--- config.mk ---
export PLATFORM = sky130hd
export DESIGN_NAME = cam_ctrl
export DESIGN_NICKNAME = d
export VERILOG_FILES = /design/src/shared/cam_pkg.sv /design/src/rtl/cam_ctrl.sv
export SDC_FILE = /design/constraint.sdc
export NUM_CORES = 1
export LEC_CHECK = 0
export ABC_AREA = 1
export ABC_CLOCK_PERIOD_IN_PS = 2100
export BUFFER_PORTS_ARGS = -buffer_cell sky130_fd_sc_hd__clkbuf_2
export CORE_UTILIZATION = 25
export DETAILED_ROUTE_END_ITERATION = 8
export PLACE_DENSITY_LB_ADDON = 0.25
export SETUP_SLACK_MARGIN = 0.02
export SYNTH_ARGS = -nofsm -noshare
export SYNTH_HDL_FRONTEND = slang
export SYNTH_SLANG_ARGS = --single-unit
export TNS_END_PERCENT = 5
--- constraint.sdc ---
create_clock -name clk -period 2.1 [get_ports clk]
set_input_delay 0.105 -clock clk [delete_from_list [all_inputs] [get_ports clk]]
set_output_delay 0.105 -clock clk [all_outputs]
set_load 0.1 [all_outputs]
--- src/shared/cam_pkg.sv ---
// Constants, types and register layout of the counter array control and mode block.
// Notes on behaviour
// Counter wrap from 0xffff sets overflow flag.
// Flags cleared only by software writes.
// Overflow flag requests interrupt when enabled.
// Run bit 6 stops or runs counter.
// Module flags bits 0-4 set on match/capture.
// Enabled module flag requests shared interrupt.
// Unused bits read zero, writes ignored.
// Idle suspend bit 7 freezes array in idle.
// Watchdog enable bit 6 makes module 4 watchdog.
// Lock bit 5 keeps watchdog enabled until reset.
// Timebase select picks counter increment source.
// External input counts falling edges, quarter rate.
// External clock divided by eight, synchronised.
// Watchdog enabled blocks other mode bit writes.
// Reset sets watchdog enable, others zero.
// Compare high byte match gives watchdog reset.
// Watchdog forces counter running, run writes ignored; code stores run bit writes, which act once watchdog is off.
// Writing module 4 flag one forces reset.
// Counter adds one per timebase event, wraps.
package cam_pkg;

   // ----------------------------------------------------------------------
   // Register addresses and fields
   // ----------------------------------------------------------------------
   localparam logic [7:0] CAM_CTL_ADDR = 8'hd8;
   localparam logic [7:0] CAM_MODE_ADDR = 8'hd9;

   localparam int CAM_CTL_OVF = 7;
   localparam int CAM_CTL_RUN = 6;
   localparam int CAM_CTL_UNUSED = 5;
   localparam int CAM_CTL_MOD4 = 4;
   localparam int CAM_NUM_MOD = 5;

   localparam int CAM_MODE_IDLE = 7;
   localparam int CAM_MODE_WDE = 6;
   localparam int CAM_MODE_LOCK = 5;
   localparam int CAM_MODE_UNUSED = 4;
   localparam int CAM_MODE_TB_HI = 3;
   localparam int CAM_MODE_TB_LO = 1;
   localparam int CAM_MODE_OVF_IE = 0;

   localparam logic [7:0] CAM_CTL_RESET = 8'h00;
   localparam logic [7:0] CAM_MODE_RESET = 8'h40;

   // ----------------------------------------------------------------------
   // Counter and timebase constants
   // ----------------------------------------------------------------------
   localparam logic [15:0] CAM_CNT_MAX = 16'hffff;
   localparam logic [7:0] CAM_LOW_MAX = 8'hff;
   localparam logic [3:0] CAM_DIV12_LAST = 4'hb;
   localparam logic [3:0] CAM_DIV4_LAST = 4'h3;
   localparam logic [2:0] CAM_EXT_DIV_LAST = 3'h7;

   typedef enum logic [2:0] {
      CAM_TB_DIV12 = 3'h0,
      CAM_TB_DIV4 = 3'h1,
      CAM_TB_TMR0 = 3'h2,
      CAM_TB_EXTIN = 3'h3,
      CAM_TB_SYSTEM_CLOCK = 3'h4,
      CAM_TB_EXTCLK = 3'h5
   } cam_tb_t;

   // ----------------------------------------------------------------------
   // Special-function-register access from the processor
   // ----------------------------------------------------------------------
   typedef struct packed {
      logic wr;
      logic rd;
      logic [7:0] addr;
      logic [7:0] wdata;
   } cam_sfr_t;

endpackage : cam_pkg

--- src/rtl/cam_ctrl.sv ---
// Control and mode registers, timebase and counter of the counter array.
`timescale 1ns/10ps
module cam_ctrl
   import cam_pkg::*;
(
   // Clock and reset
   input wire logic clk,
   input wire logic nrst,
   // Processor register access
   input cam_sfr_t sfr,
   output logic [7:0] sfr_rdata_r,
   // Events from the capture/compare modules and the system
   input wire logic [CAM_NUM_MOD-1:0] module_match,
   input wire logic [CAM_NUM_MOD-1:0] module_irq_enable,
   input wire logic timer0_overflow,
   input wire logic cpu_idle,
   input wire logic [7:0] module4_compare_high,
   // Pins
   input wire logic external_count_input,
   input wire logic external_clock,
   // Results
   output logic [15:0] counter_r,
   output logic irq_r,
   output logic watchdog_reset_r
);

   // ----------------------------------------------------------------------
   // Declarations
   // ----------------------------------------------------------------------
   logic [7:0] ctl_r;
   logic [7:0] ctl_nxt;
   logic [7:0] mode_r;
   logic [7:0] mode_nxt;
   logic [3:0] presc_r;
   logic [2:0] ext_div_r;
   logic [2:0] eci_sync_r;
   logic [2:0] eclk_sync_r;
   logic tick;
   logic active;
   logic running;
   logic low_wrap;
   logic eci_fall;
   logic eclk_rise;
   logic ctl_wr;
   logic mode_wr;
   logic wd_en;
   logic [15:0] counter_nxt;

   function automatic logic sfr_hit(input cam_sfr_t s, input logic [7:0] a);
      sfr_hit = s.addr == a;
   endfunction : sfr_hit

   assign ctl_wr = sfr.wr && sfr_hit(sfr, CAM_CTL_ADDR);
   assign mode_wr = sfr.wr && sfr_hit(sfr, CAM_MODE_ADDR);
   assign wd_en = mode_r[CAM_MODE_WDE];
   assign active = !(mode_r[CAM_MODE_IDLE] && cpu_idle);
   assign running = ctl_r[CAM_CTL_RUN] || wd_en; // see

   // ----------------------------------------------------------------------
   // Pin synchronisers
   // ----------------------------------------------------------------------
   always_ff @(posedge clk or negedge nrst) begin
      if (!nrst) begin
         eci_sync_r <= 3'h0;
         eclk_sync_r <= 3'h0;
      end else begin
         eci_sync_r <= {eci_sync_r[1:0], external_count_input};
         eclk_sync_r <= {eclk_sync_r[1:0], external_clock};
      end
   end

   // Edge detectors look only at the second and third stages.
   assign eci_fall = eci_sync_r[2] && !eci_sync_r[1];
   assign eclk_rise = eclk_sync_r[1] && !eclk_sync_r[2];

   // ----------------------------------------------------------------------
   // Timebase
   // ----------------------------------------------------------------------
   always_ff @(posedge clk or negedge nrst) begin
      if (!nrst) begin
         presc_r <= 4'h0;
      end else if (active) begin
         if ((mode_r[CAM_MODE_TB_HI:CAM_MODE_TB_LO] == CAM_TB_DIV12 && presc_r == CAM_DIV12_LAST) ||
             (mode_r[CAM_MODE_TB_HI:CAM_MODE_TB_LO] == CAM_TB_DIV4 && presc_r == CAM_DIV4_LAST) ||
             presc_r >= CAM_DIV12_LAST) begin
            presc_r <= 4'h0;
         end else begin
            presc_r <= presc_r + 4'h1;
         end
      end
   end

   always_ff @(posedge clk or negedge nrst) begin
      if (!nrst) begin
         ext_div_r <= 3'h0;
      end else if (active && eclk_rise) begin
         ext_div_r <= ext_div_r + 3'h1;
      end
   end

   always_comb begin
      tick = 1'b0;
      unique case (mode_r[CAM_MODE_TB_HI:CAM_MODE_TB_LO])
         CAM_TB_DIV12: tick = presc_r == CAM_DIV12_LAST;
         CAM_TB_DIV4: tick = presc_r == CAM_DIV4_LAST;
         CAM_TB_TMR0: tick = timer0_overflow;
         CAM_TB_EXTIN: tick = eci_fall;
         CAM_TB_SYSTEM_CLOCK: tick = 1'b1;
         CAM_TB_EXTCLK: tick = eclk_rise && ext_div_r == CAM_EXT_DIV_LAST;
         default: tick = 1'b0;
      endcase
      tick = tick && active && running;
   end

   // ----------------------------------------------------------------------
   // Counter
   // ----------------------------------------------------------------------
   assign counter_nxt = counter_r + 16'h0001;
   assign low_wrap = tick && counter_r[7:0] == CAM_LOW_MAX;

   always_ff @(posedge clk or negedge nrst) begin
      if (!nrst) begin
         counter_r <= 16'h0000;
      end else if (tick) begin
         counter_r <= counter_nxt;
      end
   end

   // ----------------------------------------------------------------------
   // Control register
   // ----------------------------------------------------------------------
   always_comb begin
      ctl_nxt = ctl_r;
      if (ctl_wr) begin
         ctl_nxt = sfr.wdata;
      end
      ctl_nxt[CAM_CTL_UNUSED] = 1'b0;
      // Hardware sets win over a software clear in the same cycle.
      if (tick && counter_r == CAM_CNT_MAX) begin
         ctl_nxt[CAM_CTL_OVF] = 1'b1; // see
      end
      for (int i = 0; i < CAM_NUM_MOD; i++) begin
         if (module_match[i] && active) begin
            ctl_nxt[i] = 1'b1; // see
         end
      end
   end

   always_ff @(posedge clk or negedge nrst) begin
      if (!nrst) begin
         ctl_r <= CAM_CTL_RESET;
      end else begin
         ctl_r <= ctl_nxt;
      end
   end

   // ----------------------------------------------------------------------
   // Mode register
   // ----------------------------------------------------------------------
   always_comb begin
      mode_nxt = mode_r;
      if (mode_wr) begin
         if (!wd_en) begin
            mode_nxt = sfr.wdata;
            // Setting the lock also turns the watchdog on.
            mode_nxt[CAM_MODE_WDE] = sfr.wdata[CAM_MODE_WDE] || sfr.wdata[CAM_MODE_LOCK];
         end else if (!mode_r[CAM_MODE_LOCK]) begin
            mode_nxt[CAM_MODE_WDE] = sfr.wdata[CAM_MODE_WDE]; // see
         end
      end
      mode_nxt[CAM_MODE_UNUSED] = 1'b0;
   end

   always_ff @(posedge clk or negedge nrst) begin
      if (!nrst) begin
         mode_r <= CAM_MODE_RESET;
      end else begin
         mode_r <= mode_nxt;
      end
   end

   // ----------------------------------------------------------------------
   // Read data, interrupt and watchdog reset
   // ----------------------------------------------------------------------
   always_ff @(posedge clk or negedge nrst) begin
      if (!nrst) begin
         sfr_rdata_r <= 8'h00;
      end else if (sfr.rd) begin
         if (sfr_hit(sfr, CAM_CTL_ADDR)) begin
            sfr_rdata_r <= ctl_r;
         end else if (sfr_hit(sfr, CAM_MODE_ADDR)) begin
            sfr_rdata_r <= mode_r;
         end else begin
            sfr_rdata_r <= 8'h00;
         end
      end
   end

   always_ff @(posedge clk or negedge nrst) begin
      if (!nrst) begin
         irq_r <= 1'b0;
      end else begin
         irq_r <= (ctl_r[CAM_CTL_OVF] && mode_r[CAM_MODE_OVF_IE]) ||
                  |(ctl_r[CAM_NUM_MOD-1:0] & module_irq_enable);
      end
   end

   always_ff @(posedge clk or negedge nrst) begin
      if (!nrst) begin
         watchdog_reset_r <= 1'b0;
      end else begin
         watchdog_reset_r <= wd_en &&
                             ((low_wrap && module4_compare_high == counter_r[15:8]) ||
                              (ctl_wr && sfr.wdata[CAM_CTL_MOD4]));
      end
   end

   // ----------------------------------------------------------------------
   // Checks
   // ----------------------------------------------------------------------
   chk_ovf_flag_set: assert property (@(posedge clk) disable iff (!nrst)
      tick && counter_r == CAM_CNT_MAX |=> ctl_r[CAM_CTL_OVF] && counter_r == 16'h0000)
      else $error("overflow flag not set on wrap");
   chk_flag_sticky: assert property (@(posedge clk) disable iff (!nrst)
      ctl_r[CAM_CTL_OVF] && !ctl_wr |=> ctl_r[CAM_CTL_OVF])
      else $error("overflow flag cleared without a write");
   chk_irq_mask: assert property (@(posedge clk) disable iff (!nrst)
      !mode_r[CAM_MODE_OVF_IE] && (ctl_r[CAM_NUM_MOD-1:0] & module_irq_enable) == 5'h00 |=> !irq_r)
      else $error("interrupt raised while masked");
   chk_ovf_irq: assert property (@(posedge clk) disable iff (!nrst)
      mode_r[CAM_MODE_OVF_IE] && ctl_r[CAM_CTL_OVF] |=> irq_r)
      else $error("enabled overflow gave no interrupt");
   chk_stopped_hold: assert property (@(posedge clk) disable iff (!nrst)
      !ctl_r[CAM_CTL_RUN] && !wd_en |=> $stable(counter_r))
      else $error("counter moved while stopped");
   chk_unused_zero: assert property (@(posedge clk) disable iff (!nrst)
      !ctl_r[CAM_CTL_UNUSED] && !mode_r[CAM_MODE_UNUSED])
      else $error("unused bit set");
   chk_idle_freeze: assert property (@(posedge clk) disable iff (!nrst)
      mode_r[CAM_MODE_IDLE] && cpu_idle |=> $stable(counter_r))
      else $error("counter moved in idle suspend");
   chk_lock_hold: assert property (@(posedge clk) disable iff (!nrst)
      mode_r[CAM_MODE_LOCK] |=> mode_r[CAM_MODE_WDE])
      else $error("locked watchdog was disabled");
   chk_mode_frozen: assert property (@(posedge clk) disable iff (!nrst)
      wd_en |=> mode_r[CAM_MODE_IDLE] == $past(mode_r[CAM_MODE_IDLE]) &&
                mode_r[CAM_MODE_LOCK:0] == $past(mode_r[CAM_MODE_LOCK:0]))
      else $error("mode bit changed with watchdog on");
   chk_count_step: assert property (@(posedge clk) disable iff (!nrst)
      tick |=> counter_r == $past(counter_r) + 16'h0001)
      else $error("counter did not step by one");
   chk_force_reset: assert property (@(posedge clk) disable iff (!nrst)
      wd_en && ctl_wr && sfr.wdata[CAM_CTL_MOD4] |=> watchdog_reset_r)
      else $error("forced watchdog reset missing");

   // ----------------------------------------------------------------------
   // Checks on flags, timebase and watchdog
   // ----------------------------------------------------------------------
   chk_module_flag_set: assert property (@(posedge clk) disable iff (!nrst)
      active && module_match != '0 |=> (ctl_r[CAM_NUM_MOD-1:0] & $past(module_match)) == $past(module_match))
      else $error("module flag not set on match");
   chk_mod_flag_sticky: assert property (@(posedge clk) disable iff (!nrst)
      !ctl_wr |=> (ctl_r[CAM_NUM_MOD-1:0] & $past(ctl_r[CAM_NUM_MOD-1:0])) == $past(ctl_r[CAM_NUM_MOD-1:0]))
      else $error("module flag cleared without a write");
   chk_module_irq: assert property (@(posedge clk) disable iff (!nrst)
      (ctl_r[CAM_NUM_MOD-1:0] & module_irq_enable) != '0 |=> irq_r)
      else $error("enabled module flag gave no interrupt");
   chk_wd_disabled: assert property (@(posedge clk) disable iff (!nrst)
      !wd_en |=> !watchdog_reset_r)
      else $error("watchdog reset while disabled");
   chk_wd_match_reset: assert property (@(posedge clk) disable iff (!nrst)
      wd_en && tick && counter_r[7:0] == CAM_LOW_MAX && module4_compare_high == counter_r[15:8] |=> watchdog_reset_r)
      else $error("watchdog match gave no reset");
   chk_wd_forced_run: assert property (@(posedge clk) disable iff (!nrst)
      wd_en && !ctl_r[CAM_CTL_RUN] && active && presc_r == CAM_DIV12_LAST &&
      mode_r[CAM_MODE_TB_HI:CAM_MODE_TB_LO] == CAM_TB_DIV12 |=> counter_r == $past(counter_r) + 16'h0001)
      else $error("watchdog did not keep the counter running");
   chk_reserved_no_tick: assert property (@(posedge clk) disable iff (!nrst)
      mode_r[CAM_MODE_TB_HI] && mode_r[CAM_MODE_TB_HI-1] |=> $stable(counter_r))
      else $error("counter moved on a reserved timebase");
   chk_system_clock_step: assert property (@(posedge clk) disable iff (!nrst)
      ctl_r[CAM_CTL_RUN] && active && mode_r[CAM_MODE_TB_HI:CAM_MODE_TB_LO] == CAM_TB_SYSTEM_CLOCK |=>
      counter_r == $past(counter_r) + 16'h0001)
      else $error("system clock timebase missed a step");
   chk_timer0_step: assert property (@(posedge clk) disable iff (!nrst)
      ctl_r[CAM_CTL_RUN] && active && timer0_overflow && mode_r[CAM_MODE_TB_HI:CAM_MODE_TB_LO] == CAM_TB_TMR0 |=>
      counter_r == $past(counter_r) + 16'h0001)
      else $error("timer 0 overflow not counted");
   chk_extin_fall: assert property (@(posedge clk) disable iff (!nrst)
      ctl_r[CAM_CTL_RUN] && active && eci_sync_r[2] && !eci_sync_r[1] &&
      mode_r[CAM_MODE_TB_HI:CAM_MODE_TB_LO] == CAM_TB_EXTIN |=> counter_r == $past(counter_r) + 16'h0001)
      else $error("falling count input not counted");
   chk_extclk_div: assert property (@(posedge clk) disable iff (!nrst)
      mode_r[CAM_MODE_TB_HI:CAM_MODE_TB_LO] == CAM_TB_EXTCLK && ext_div_r != CAM_EXT_DIV_LAST |=> $stable(counter_r))
      else $error("external clock counted before the eighth edge");
   chk_unlocked_clear: assert property (@(posedge clk) disable iff (!nrst)
      wd_en && !mode_r[CAM_MODE_LOCK] && mode_wr && !sfr.wdata[CAM_MODE_WDE] |=> !mode_r[CAM_MODE_WDE])
      else $error("unlocked watchdog could not be disabled");
   chk_mode_write_open: assert property (@(posedge clk) disable iff (!nrst)
      !wd_en && mode_wr |=>
      mode_r[CAM_MODE_TB_HI:CAM_MODE_TB_LO] == $past(sfr.wdata[CAM_MODE_TB_HI:CAM_MODE_TB_LO]))
      else $error("timebase write lost with watchdog off");
   chk_ovf_clear: assert property (@(posedge clk) disable iff (!nrst)
      ctl_wr && !sfr.wdata[CAM_CTL_OVF] && !(tick && counter_r == CAM_CNT_MAX) |=> !ctl_r[CAM_CTL_OVF])
      else $error("software clear of overflow flag lost");
   chk_idle_flags: assert property (@(posedge clk) disable iff (!nrst)
      mode_r[CAM_MODE_IDLE] && cpu_idle && !ctl_wr |=> ctl_r[CAM_NUM_MOD-1:0] == $past(ctl_r[CAM_NUM_MOD-1:0]))
      else $error("module flag changed in idle suspend");

endmodule : cam_ctrl

==> flow_metrics.tcl <==
set metrics [dict create \
    outcome "finished clean" \
    drt-vias-per-instance 4.360 \
    path_depth 10 \
    cp-end-kind "flop" \
    cp.arrival_ns 1.84 \
    hold_depth 3 \
    holdCritPathClass "primary input to flop" \
    r2r_slack_ns 0.44 \
    final_common_cell "nand2_1" \
    h-tree-depth 2 \
    finalHoldViolations 0 \
    cts.repair.resized 0 \
    cp_slowest_cell "dfrtp_1" \
    drc 0 \
    grt_max_degree 23 \
    num_antenna_cells 0 \
    ant_nets 0 \
    skew_ns 0.008083 \
    num_rows 38 \
    fin_setup_tns_ns 0 \
    max_stage_delay_ns 0.40 \
    grt_first_pass_wirelength_mm 11.58 \
    seq_area_frac_synth_pct 46.72 \
    overflow 0 \
    num_io_pins 68 \
    clk_latency_ns 0.29 \
    setup_viol 0 \
    drt_wl_total_mm 6.897 \
    drt-initial-drc-count 66 \
    layout.nets 466 \
    grt_pass1_vias 2371 \
    io_buffers 67 \
    worstSetupStartpoint "ext_div_r[0]$_DFFE_PN0P_" \
    via_count 2446 \
    crit_chain "ha_1, ha_1, nand3_1, a21oi_1, nand2_1, nand2_2, nand2_4, inv_6, nand3_1, nand3_1" \
    die_area_um2 11800 \
    syn_to_final_growth_pct 23.56 \
    worst-path-max-fanout 17 \
    cpMostUsedCell "nand3_1" \
    r2r_end "ctl_r[7]$_DFFE_PN0P_" \
    period_share_pct 79.18 \
    drive_gt1_share_pct 27.08 \
    ys_ff_latch 53 \
    fmax_mhz 601.4 \
    dpl.hpwl_mm 5.311 \
    place_congestion 0.7739 \
    grt_antenna_before_repair 0 \
    synth_cell_type_count 42 \
    crit_type "flop to flop" \
    rsz0062_at_grt "false" \
    initial_core_util_pct 25.98 \
    drt-pass1-iter-count 4 \
    track_usage_pct 12.51 \
    critPathTopFamily "simple AND/OR/NAND/NOR gates" \
    dieHeight_um 108.6 \
    p_leak_nw 1.793 \
    cts_sinks 53 \
    cts_buffers 5 \
    worstReg2RegStart "ext_div_r[0]$_DFFE_PN0P_" \
    cap_violations 0 \
    power.total_w 0.003148 \
    period_minus_slack_ns 1.663 \
    ys_warn_count 0 \
    clock_path_buffers 2 \
    worst-path-buf-inv 1 \
    cp.required_ns 2.28 \
    critPathCapture "ctl_r[7]$_DFFE_PN0P_" \
    clk_pin_slew_worst_paths_ns 0.08 \
    worst_pin_slew_ns 0.5534 \
    final_cell_mix "121 x nand2_1, 67 x clkbuf_2, 50 x dfrtp_1" \
    wl_per_cell_um 12.29 \
    core_area_um2 10940 \
    synth_cells 345 \
    cts-root-buf "clkbuf_16" \
    postCtsSetupBuffers 0 \
    syn_area_per_cell_um2 8.236 \
    syn-num-nets 391 \
    relSlewSlack_pct 63.26 \
    cts_tree "done" \
    syn_area_um2 2841 \
    fp.dieW_um 108.6 \
    critPathLaunchType "flop" \
    final-max-slew-violation-count 0 \
    reg2regPathDepth 10 \
    p_per_area_nw_per_um2 896.7 \
    ir_drop_mv 0.8634 \
]
-- worst reg2reg max path, delay by kind of cell, from the launching register on --
kind | cells | cell delay, ns
buf+inv | 1 | 0.12
simple gates | 6 | 0.59
flops | 1 | 0.40
fa+ha+maj | 2 | 0.39
compound gates | 1 | 0.06
-- timing repair --
item                       4_1_cts  5_1_grt
hold endpoints to repair        14        0
setup endpoints to repair        0        0
hold buffers                     3        0
-- metal layers --
layer	track usage, %	vias to the layer above	share of wire, %
met1	16.96	1137	48
met2	20.66	54	47
met4	2.606	0	0.57
li1	-	1251	-
met5	0	-	0
met3	2.451	4	4.4
-- logic make-up after synthesis --
family | Yosys count | synth area share [%]
DFF | 53 | 46.72
muxes | 2 | 0.7925
buffers and inverters | 55 | 8.498
and+or+nand+nor | 176 | 28.09
xor gates and xnor gates | 11 | 3.655
AOI/OAI and AO/OA | 44 | 10.48
adders and majority gates | 4 | 1.761
-- metrics by stage --
step,instances,hold WS [ns],util [%],setup slack (ns),instance area (µm²)
finish,561,0.03646,32.11,0.4373,3511
global route,561,0.05651,32.11,0.1802,3511
CTS,561,0.03042,32.11,0.3996,3511
detailed placement,550,0.05175,30.45,0.4394,3329
global placement,550,0.04421,30.45,0.4928,3329
floorplan,345,-0.1906,-,0.05992,2844
-- Yosys cell counts --
cell / number / share of area, %
nor3_2: 1 / 0.35
nand3_2: 6 / 2.1
clkbuf_1: 1 / 0.13
o31ai_1: 2 / 0.53
inv_1: 46 / 6.1
nor2_2: 1 / 0.22
nand2_2: 2 / 0.44
clkinv_2: 1 / 0.18
o21ai_0: 12 / 2.1
inv_2: 1 / 0.13
nand2_1: 121 / 16
nor3_4: 1 / 0.57
nor2_1: 19 / 2.5
a211oi_4: 1 / 0.70
xnor2_2: 1 / 0.57
o21ai_1: 2 / 0.35
buf_12: 1 / 0.70
o21ai_2: 9 / 2.8
inv_6: 1 / 0.31
xnor2_1: 5 / 1.5
or2_2: 1 / 0.22
nor4_1: 1 / 0.22
mux2_2: 2 / 0.79
nor3_1: 4 / 0.70
o22ai_1: 6 / 1.3
nand2_4: 1 / 0.40
clkinv_1: 1 / 0.13
buf_4: 1 / 0.26
a21oi_1: 6 / 1.1
o211ai_1: 5 / 1.3
dfstp_2: 1 / 0.92
nand4_1: 6 / 1.3
xor2_1: 5 / 1.5
a21oi_2: 1 / 0.31
nand3_4: 1 / 0.62
ha_1: 4 / 1.8
buf_6: 1 / 0.40
nor2_4: 1 / 0.40
dfrtp_1: 52 / 46
nor4_2: 1 / 0.44
nand3_1: 9 / 1.6
buf_2: 1 / 0.18
-- registers in the layout, summed over array words and instances (netlist names) --
signal            cells
counter_r            16
ctl_r                 7
eci_sync_r            3
eclk_sync_r           3
ext_div_r             3
irq_r                 1
mode_r                7
presc_r               4
sfr_rdata_r           8
watchdog_reset_r      1
-- layout make-up --
cell class	instances	area, µm²
clock buffer	5	125.1
multi-input combinational	237	1272
sequential	53	1330
tap	140	175.2
fill	1188	7425
clock inverter	3	26.28
timing repair buffer	73	387.9
inverter	50	193.9
-- worst min path at each step --
stage,startpoint,end,slack (ns)
floorplan,nrst,counter_r[0]$_DFFE_PN0P_,-0.19
global placement,nrst,counter_r[13]$_DFFE_PN0P_,0.04
detailed placement,nrst,counter_r[13]$_DFFE_PN0P_,0.05
CTS,module_irq_enable[4],irq_r$_DFF_PN0_,0.03
global route,module_irq_enable[4],irq_r$_DFF_PN0_,0.06
finish,module_irq_enable[4],irq_r$_DFF_PN0_,0.04
-- power breakdown --
part	switching, W	total, W	leakage, nW	internal, W
combinational	0.000722	0.000995	1.07	0.000272
clock	0.000392	0.000842	0.0680	0.000451
sequential	0.000144	0.00131	0.656	0.00117
No activity file was read; power rests on OpenSTA's default activity.
